**src/spti_consts.svh**
```systemverilog
// Register offsets, field positions and reset values of the threshold block
`ifndef SPTI_CONSTS_SVH
`define SPTI_CONSTS_SVH
`define SPTI_ADDR_TH_L_LO 8'h84
`define SPTI_ADDR_TH_L_HI 8'h85
`define SPTI_ADDR_TH_H_LO 8'h86
`define SPTI_ADDR_TH_H_HI 8'h87
`define SPTI_ADDR_STATUS 8'h93
`define SPTI_ADDR_CHCFG 8'hB5
`define SPTI_ADDR_PERSIST 8'hBD
`define SPTI_ADDR_ENABLE 8'hF9
`define SPTI_FLAG_BIT 3
`define SPTI_IEN_BIT 3
`define SPTI_CHSEL_MSB 2
`define SPTI_PERS_MSB 3
`define SPTI_BYTE_RST 8'h00
`define SPTI_THR_RST 16'h0000
`define SPTI_CHSEL_RST 3'h0
`define SPTI_PERS_RST 4'h0
`define SPTI_NUM_CH 5
`define SPTI_CH_LAST 3'h4
`endif

```
**src/spti_pkg.sv**
```systemverilog
// Shared types of the spectral threshold interrupt block
package spti_pkg;
    typedef struct packed {
        logic [15:0] low;
        logic [15:0] high;
    } spti_window_type;

    typedef struct packed {
        logic wr_en;
        logic rd_en;
        logic [7:0] addr;
        logic [7:0] wdata;
    } spti_req_type;
endpackage

```
**src/spti_persist.sv**
```systemverilog
// Consecutive out-of-window counter that fires at the persistence setting
`timescale 1ns/100ps
`include "spti_consts.svh"
module spti_persist #(
    parameter int CNT_W = 4
) (
    // Clock and reset
    input wire logic sys_clk,
    input wire logic reset_n,
    // Measurement result
    input wire logic meas_valid,
    input wire logic outside,
    input wire logic [CNT_W-1:0] limit,
    // Event
    output logic fire
);
    logic [CNT_W-1:0] cnt_reg;
    logic [CNT_W-1:0] cnt_next;
    logic fire_reg;

    // Saturates so a long excursion keeps firing instead of wrapping
    always_comb begin
        cnt_next = cnt_reg;
        if (outside && (cnt_reg != {CNT_W{1'b1}})) begin
            cnt_next = cnt_reg + {{(CNT_W-1){1'b0}}, 1'b1};
        end
    end

    always_ff @(posedge sys_clk or negedge reset_n) begin
        if (!reset_n) begin
            cnt_reg <= '0;
        end else if (meas_valid) begin
            cnt_reg <= outside ? cnt_next : '0;
        end
    end

    always_ff @(posedge sys_clk or negedge reset_n) begin
        if (!reset_n) begin
            fire_reg <= 1'b0;
        end else begin
            fire_reg <= meas_valid && outside && (cnt_next >= limit);
        end
    end

    assign fire = fire_reg;

    fire_cause_a: assert property (@(posedge sys_clk) disable iff (!reset_n)
        fire |-> $past(meas_valid) && $past(outside))
        else $error("persistence fired without an outside measurement");

    inside_reset_a: assert property (@(posedge sys_clk) disable iff (!reset_n)
        meas_valid && !outside |=> cnt_reg == '0 && !fire)
        else $error("inside measurement did not reset persistence");
endmodule

```
**src/spti_top.sv**
```systemverilog
// Window comparator with byte-latched low threshold and persistence interrupt
`timescale 1ns/100ps
`include "spti_consts.svh"
// What this block does
// - Low threshold is low byte at lower offset, high byte at next offset.
// - With the enable set, value below low or above high threshold at persistence sets the flag and interrupt.
// - Low-byte write is latched; applied together with the high-byte write.
// - High threshold built from two bytes, low byte first; both reset zero.
// - Channel select picks channel for thresholds, persistence and saturation.
// - Interrupt only produced while the spectral interrupt enable is set.
// - Consecutive outside measurements counted; fire at persistence setting.
// - Event recorded in status bit 3; write one clears, zero keeps.
module spti_top
    import spti_pkg::*;
#(
    parameter int PERS_W = 4
) (
    // Clock and reset
    input wire logic sys_clk,
    input wire logic reset_n,
    // Register port from the serial interface
    input wire spti_req_type reg_req,
    output logic [7:0] reg_rdata,
    output logic reg_rd_valid,
    // Measurement engine
    input wire logic meas_valid,
    input wire logic [16*`SPTI_NUM_CH-1:0] ch_data,
    input wire logic [`SPTI_NUM_CH-1:0] ch_sat,
    // Status outputs
    output logic sat_selected,
    output logic spectral_irq
);
    spti_window_type win_reg;
    logic [7:0] low_byte_latch_reg;
    logic [2:0] chsel_reg;
    logic [PERS_W-1:0] persist_count_reg;
    logic spectral_irq_enable_reg;
    logic spectral_threshold_flag_reg;
    logic [7:0] rdata_reg;
    logic rd_valid_reg;
    logic sat_reg;
    logic irq_reg;
    logic [2:0] chsel_eff;
    logic [15:0] sel_value;
    logic outside_w;
    logic fire_w;
    logic wr_l_lo;
    logic wr_l_hi;
    logic wr_h_lo;
    logic wr_h_hi;
    logic wr_status;

    assign wr_l_lo = reg_req.wr_en && (reg_req.addr == `SPTI_ADDR_TH_L_LO);
    assign wr_l_hi = reg_req.wr_en && (reg_req.addr == `SPTI_ADDR_TH_L_HI);
    assign wr_h_lo = reg_req.wr_en && (reg_req.addr == `SPTI_ADDR_TH_H_LO);
    assign wr_h_hi = reg_req.wr_en && (reg_req.addr == `SPTI_ADDR_TH_H_HI);
    assign wr_status = reg_req.wr_en && (reg_req.addr == `SPTI_ADDR_STATUS);

    // Pending low byte; never reaches the comparator on its own
    always_ff @(posedge sys_clk or negedge reset_n) begin
        if (!reset_n) begin
            low_byte_latch_reg <= `SPTI_BYTE_RST;
        end else if (wr_l_lo) begin
            low_byte_latch_reg <= reg_req.wdata;
        end
    end

    // Both halves land at once so the low threshold is never half updated
    always_ff @(posedge sys_clk or negedge reset_n) begin
        if (!reset_n) begin
            win_reg.low <= `SPTI_THR_RST;
        end else if (wr_l_hi) begin
            win_reg.low <= {reg_req.wdata, low_byte_latch_reg};
        end
    end

    always_ff @(posedge sys_clk or negedge reset_n) begin
        if (!reset_n) begin
            win_reg.high <= `SPTI_THR_RST;
        end else if (wr_h_lo) begin
            win_reg.high[7:0] <= reg_req.wdata;
        end else if (wr_h_hi) begin
            win_reg.high[15:8] <= reg_req.wdata;
        end
    end

    always_ff @(posedge sys_clk or negedge reset_n) begin
        if (!reset_n) begin
            chsel_reg <= `SPTI_CHSEL_RST;
            persist_count_reg <= `SPTI_PERS_RST;
            spectral_irq_enable_reg <= 1'b0;
        end else if (reg_req.wr_en) begin
            case (reg_req.addr)
                `SPTI_ADDR_CHCFG: begin
                    chsel_reg <= reg_req.wdata[`SPTI_CHSEL_MSB:0];
                end
                `SPTI_ADDR_PERSIST: begin
                    persist_count_reg <= reg_req.wdata[`SPTI_PERS_MSB:0];
                end
                `SPTI_ADDR_ENABLE: begin
                    spectral_irq_enable_reg <= reg_req.wdata[`SPTI_IEN_BIT];
                end
                default: begin
                end
            endcase
        end
    end

    // Codes above the last channel fall back to the first channel
    assign chsel_eff = (chsel_reg > `SPTI_CH_LAST) ? `SPTI_CHSEL_RST
                                                   : chsel_reg;
    assign sel_value = ch_data[16*chsel_eff +: 16];

    // Unsigned, strict on both sides
    assign outside_w = (sel_value < win_reg.low) ||
                       (sel_value > win_reg.high);

    spti_persist #(
        .CNT_W(PERS_W)
    ) u_persist (
        .sys_clk(sys_clk),
        .reset_n(reset_n),
        .meas_valid(meas_valid),
        .outside(outside_w),
        .limit(persist_count_reg),
        .fire(fire_w)
    );

    // A new event beats a clear arriving in the same cycle
    always_ff @(posedge sys_clk or negedge reset_n) begin
        if (!reset_n) begin
            spectral_threshold_flag_reg <= 1'b0;
        end else if (fire_w && spectral_irq_enable_reg) begin
            spectral_threshold_flag_reg <= 1'b1;
        end else if (wr_status && reg_req.wdata[`SPTI_FLAG_BIT]) begin
            spectral_threshold_flag_reg <= 1'b0;
        end
    end

    always_ff @(posedge sys_clk or negedge reset_n) begin
        if (!reset_n) begin
            irq_reg <= 1'b0;
        end else begin
            irq_reg <= spectral_threshold_flag_reg &&
                       spectral_irq_enable_reg;
        end
    end

    always_ff @(posedge sys_clk or negedge reset_n) begin
        if (!reset_n) begin
            sat_reg <= 1'b0;
        end else begin
            sat_reg <= ch_sat[chsel_eff];
        end
    end

    // Reads: unmapped offsets and reserved bits return zero
    always_ff @(posedge sys_clk or negedge reset_n) begin
        if (!reset_n) begin
            rdata_reg <= `SPTI_BYTE_RST;
            rd_valid_reg <= 1'b0;
        end else begin
            rd_valid_reg <= reg_req.rd_en;
            if (reg_req.rd_en) begin
                rdata_reg <= `SPTI_BYTE_RST;
                case (reg_req.addr)
                    `SPTI_ADDR_TH_L_LO: begin
                        rdata_reg <= win_reg.low[7:0];
                    end
                    `SPTI_ADDR_TH_L_HI: begin
                        rdata_reg <= win_reg.low[15:8];
                    end
                    `SPTI_ADDR_TH_H_LO: begin
                        rdata_reg <= win_reg.high[7:0];
                    end
                    `SPTI_ADDR_TH_H_HI: begin
                        rdata_reg <= win_reg.high[15:8];
                    end
                    `SPTI_ADDR_CHCFG: begin
                        rdata_reg[`SPTI_CHSEL_MSB:0] <= chsel_reg;
                    end
                    `SPTI_ADDR_PERSIST: begin
                        rdata_reg[`SPTI_PERS_MSB:0] <= persist_count_reg;
                    end
                    `SPTI_ADDR_ENABLE: begin
                        rdata_reg[`SPTI_IEN_BIT] <= spectral_irq_enable_reg;
                    end
                    `SPTI_ADDR_STATUS: begin
                        rdata_reg[`SPTI_FLAG_BIT] <=
                            spectral_threshold_flag_reg;
                    end
                    default: begin
                    end
                endcase
            end
        end
    end

    assign reg_rdata = rdata_reg;
    assign reg_rd_valid = rd_valid_reg;
    assign sat_selected = sat_reg;
    assign spectral_irq = irq_reg;

    low_commit_a: assert property (@(posedge sys_clk) disable iff (!reset_n)
        wr_l_hi |=> win_reg.low ==
            {$past(reg_req.wdata), $past(low_byte_latch_reg)})
        else $error("low threshold not committed from both bytes");

    low_hold_a: assert property (@(posedge sys_clk) disable iff (!reset_n)
        wr_l_lo && !wr_l_hi |=> $stable(win_reg.low))
        else $error("low byte write changed the active threshold");

    high_byte_a: assert property (@(posedge sys_clk) disable iff (!reset_n)
        wr_h_lo |=> win_reg.high[7:0] == $past(reg_req.wdata))
        else $error("high threshold low byte not stored");

    equal_inside_a: assert property (@(posedge sys_clk)
        disable iff (!reset_n)
        (sel_value == win_reg.low || sel_value == win_reg.high) &&
        win_reg.low <= win_reg.high |-> !outside_w)
        else $error("value equal to a threshold seen as outside");

    flag_set_a: assert property (@(posedge sys_clk) disable iff (!reset_n)
        fire_w && spectral_irq_enable_reg |=> spectral_threshold_flag_reg
        ##1 (irq_reg || !$past(spectral_irq_enable_reg)))
        else $error("persistence event did not raise flag and irq");

    enable_gate_a: assert property (@(posedge sys_clk)
        disable iff (!reset_n)
        $rose(spectral_threshold_flag_reg) |->
            $past(spectral_irq_enable_reg) && $past(fire_w))
        else $error("flag set while interrupt enable was clear");

    zero_keeps_a: assert property (@(posedge sys_clk) disable iff (!reset_n)
        wr_status && !reg_req.wdata[`SPTI_FLAG_BIT] &&
        spectral_threshold_flag_reg |=> spectral_threshold_flag_reg)
        else $error("writing zero cleared the status flag");

    one_clears_a: assert property (@(posedge sys_clk) disable iff (!reset_n)
        wr_status && reg_req.wdata[`SPTI_FLAG_BIT] && !fire_w
        |=> !spectral_threshold_flag_reg)
        else $error("writing one did not clear the status flag");

    sat_route_a: assert property (@(posedge sys_clk) disable iff (!reset_n)
        sat_reg == $past(ch_sat[chsel_eff]))
        else $error("saturation not taken from the selected channel");
endmodule

```
**config.mk**
```make
export PLATFORM = sky130hd
export DESIGN_NAME = spti_top
export DESIGN_NICKNAME = d
export VERILOG_FILES = /design/src/spti_pkg.sv /design/src/spti_persist.sv /design/src/spti_top.sv
export VERILOG_INCLUDE_DIRS = /design/src
export SDC_FILE = /design/constraint.sdc
export NUM_CORES = 1
export LEC_CHECK = 0
export ABC_AREA = 1
export BUFFER_PORTS_ARGS = -buffer_cell sky130_fd_sc_hd__buf_2
export CORE_MARGIN = 5
export CORE_UTILIZATION = 55
export CTS_BUF_LIST = sky130_fd_sc_hd__clkbuf_4 sky130_fd_sc_hd__clkbuf_8
export CTS_CLUSTER_DIAMETER = 30
export DETAILED_ROUTE_END_ITERATION = 7
export PLACE_DENSITY = 0.87
export SLEW_MARGIN = 40
export SYNTH_ARGS = -nofsm -noshare
export SYNTH_HDL_FRONTEND = slang
export SYNTH_SLANG_ARGS = --single-unit
```
**constraint.sdc**
```tcl
create_clock -name sys_clk -period 10.3 [get_ports sys_clk]
set_clock_uncertainty 0.1 [all_clocks]
set_input_delay 0 -clock sys_clk [delete_from_list [all_inputs] [get_ports sys_clk]]
set_output_delay 0 -clock sys_clk [all_outputs]
set_load 0.05 [all_outputs]
```
==> results.toml <==
[finish]
area_growth_pct = 22.00
fin_nets = 850
design_area_um2 = 5323
largest_reg_flops = 32
final_util_pct = 68.88
final_cells = 812
drive_above_1_share_pct = 20.56
antenna_cells = 0

[pwr]
p_sw_share_pct = 33.03
comb_power_share_pct = 30.5
p_leak_nw = 2.723
power_density_nw_per_um2 = 129.1
p_total_mw = 0.6870
p_int_mw = 0.4601
ir_worst_vdd_mv = 0.1034
power.switching_mw = 0.2269
p_seq_share_pct = 43.0
power.share.clock_pct = 26.5

[clock_tree]
postCtsSetupBuffers = 0
clk_pin_slew_ns = 0.07
htree_num_levels = 3
cts_tree = "yes"
insertion_delay_ns = 0.34
clock_path_buffers = 2
clock_sinks = 65
cts_hold_buffers = 16
cts_repair_resize_count = 0
cts_buffers = 9
clockRootBuffer = "clkbuf_8"

[synthesis]
muxShareOfSynthArea_pct = 0.5162
synthTopCellsByArea = "dfrtp_1, nand2_1, ha_1, o21ai_0, inv_1"
synth_top_cell_area_share_pct = 37.28
synth_edf_count = 0
syn_nets = 726
yosysWarnings = 0
synth_seq_area_share_pct = 37.28
ys_top_cells_by_count = "nand2_1, inv_1, o21ai_0"
yosysUniqueCellTypes = 35
synth_xor_area_share_pct = 0.4015
synth_top_family_by_area = "simple AND/OR/NAND/NOR gates"
yosysTopAreaCell = "dfrtp_1"
synthAdderAreaFrac_pct = 10.32
synth_ff_type = "dfrtp_1"
ys_seq_elements = 65
synthArstFlopShare_pct = 100.0
yosysMostFrequentCell = "nand2_1"
synth_area_um2 = 4363
synth_compound_area_share_pct = 21.02
synthSimpleGateAreaFrac_pct = 21.59
netlist_instances = 584
avgSynthCellArea_um2 = 7.471

[die]
pin_count = 117
core_area_um2 = 7727
fp-row-count = 32
die_area_um2 = 9814
initial_core_util_pct = 56.46
die_w_um = 99.07
die_y_um = 99.07

[sta]
whs_ns = 0.04794
max_freq_mhz = 199.4
post-route-min-period_ns = 5.016
tightest_slew_ns = 0.7714
drv_slew = 0
maxSlewHeadroom_pct = 48.25
finalSetupViolCount = 0
period_share_pct = 48.70
hold_viol = 0
grt_setup_unrepaired = "no"
setup_tns_ns = 0
worst_slack_ns = 5.284

[critical_path]
cp.required_ns = 10.43
crit_type = "reg2reg"
critPathArrivalTime_ns = 5.14
path_cells = "o21ai_4, nand2_2, clkinv_1, a21oi_1, a32o_1, o21ai_0, ha_1, nand2_1, inv_1, nand3_1, nor3_1, nand2_1, o2111ai_1, nand2_1, nand2_4, nand3_1, and2_1, ha_1, a21boi_0, o21ai_0, nand2_1, a21oi_1, nor2_1"
cp-start-kind = "flop"
critical-path-slowest-cell = "clkinv_1"
cp_slowest_stage_delay_ns = 0.80
path_common_cell = "nand2_1"
crit_path_max_fanout = 35
end_kind = "flop"

[status]
run_status = "finished, final reports clean"

[placed_design]
io_buffers = 116
dpl_cell_area_um2 = 4999
numPlacedInstances = 783
preCtsSetupSlack_ns = 5.430
place.gp.congestion = 0.9617
dp.final_hpwl_mm = 9.939

[routing]
vias_per_cell = 5.581
post_drt_wl_per_cell_um = 15.69
drc_errors = 0
first_iter_violations = 474
vias = 4532
drt_pre_antenna_iters = 6
drt_wl_total_mm = 12.74
ant_nets = 0

[global_route]
track_usage_pct = 25.92
use_met1_pct = 33.60
grt_util_met2_pct = 43.90
grt_pass1_wl_mm = 20.54
grtUsageMet3_pct = 4.671
antenna_found_initial = 0
grt_max_degree = 66
grt_pass1_vias = 4285
grt.busiest_layer = "met2"
grt_remaining_overflow = 0

[min_path]
hold_path.class = "in2reg"

[run]
maxCapViolations = 0
cell usage in the layout, fill, tap and decap left out, types with 2 or more instances in the layout:
| cell type | synthesis | final |
|---|---|---|
| nand2_1 | 158 | 156 |
| buf_2 | 0 | 116 |
| inv_1 | 79 | 78 |
| o21ai_0 | 70 | 70 |
| dfrtp_1 | 65 | 65 |
| ha_1 | 36 | 36 |
| a21oi_1 | 35 | 35 |
| nor2_1 | 23 | 23 |
| nand3_1 | 22 | 22 |
| dlygate4sd3_1 | 0 | 16 |
| a32o_1 | 15 | 15 |
| o22ai_1 | 13 | 13 |
| clkbuf_8 | 0 | 10 |
| nand2_2 | 4 | 6 |
| nor3_1 | 6 | 6 |
| a211oi_1 | 5 | 5 |
| nand4_1 | 4 | 4 |
| and2_1 | 4 | 4 |
| nor3_2 | 3 | 3 |
| o221ai_1 | 2 | 2 |
| o2111ai_1 | 2 | 2 |
| a31oi_1 | 2 | 2 |
| inv_2 | 2 | 2 |
| mux2_2 | 2 | 2 |
| clkbuf_4 | 0 | 2 |
power groups by stage:
stage	Clock, mW	Combinational [mW]	Sequential [mW]
after floorplan	0	0.127	0.307
after global placement	0	0.195	0.298
after detailed placement	0	0.203	0.299
after CTS	0.184	0.209	0.295
after global routing	0.195	0.241	0.298
final	0.182	0.209	0.296
routing by layer:
layer,up-vias,part of all wire [%]
met1,2080,42
met5,-,0
met2,215,48
met4,0,2.4
li1,2210,-
met3,27,8.4
cells by family after synthesis:
| kind of cell | Yosys count |
|---|---|
| adders and majority gates | 36 |
| muxes | 2 |
| and+or+nand+nor | 226 |
| AOI/OAI and AO/OA | 152 |
| xor gates and xnor gates | 2 |
| buffers and inverters | 101 |
| DFF | 65 |
critical path, delay by kind of cell (launching register included):
kind / cells / cell delay [ns]
AND/OR/NAND/NOR: 11 / 1.58
AO/OA/AOI/OAI: 8 / 1.21
buffers and inverters: 2 / 0.87
adder cells (fa/ha/maj): 2 / 0.63
flip-flops: 1 / 0.50
worst paths after layout:
| path | startpoint | cells past startpoint | slack, ns | endpoint |
|---|---|---|---|---|
| worst max-delay path | chsel_reg[0]$_DFFE_PN0P_ | 23 | 5.28 | u_persist.fire$_DFF_PN0_ |
| worst min-delay path | reg_req[15] | 5 | 0.05 | spectral_irq_enable_reg$_DFFE_PN0P_ |
| worst max register to register | chsel_reg[0]$_DFFE_PN0P_ | 23 | 5.28 | u_persist.fire$_DFF_PN0_ |
| worst min register to register | spectral_threshold_flag_reg$_DFFE_PN0P_ | 2 | 0.39 | spectral_irq$_DFF_PN0_ |
| max in group asynchronous | reset_n | 3 | 9.51 | win_reg[16]$_DFFE_PN0P_ |
| min in group asynchronous | reset_n | 3 | 0.18 | win_reg[21]$_DFFE_PN0P_ |
area by class of cell:
class / count / area [µm²]
Multi-Input combinational cell: 418 / 2355
Timing Repair Buffer: 133 / 752.0
Fill cell: 606 / 2405
Tap cell: 102 / 127.6
Sequential cell: 65 / 1627
Clock inverter: 1 / 5.005
Inverter: 81 / 304.0
Clock buffer: 12 / 152.6
No activity file was read; power rests on OpenSTA's default activity.
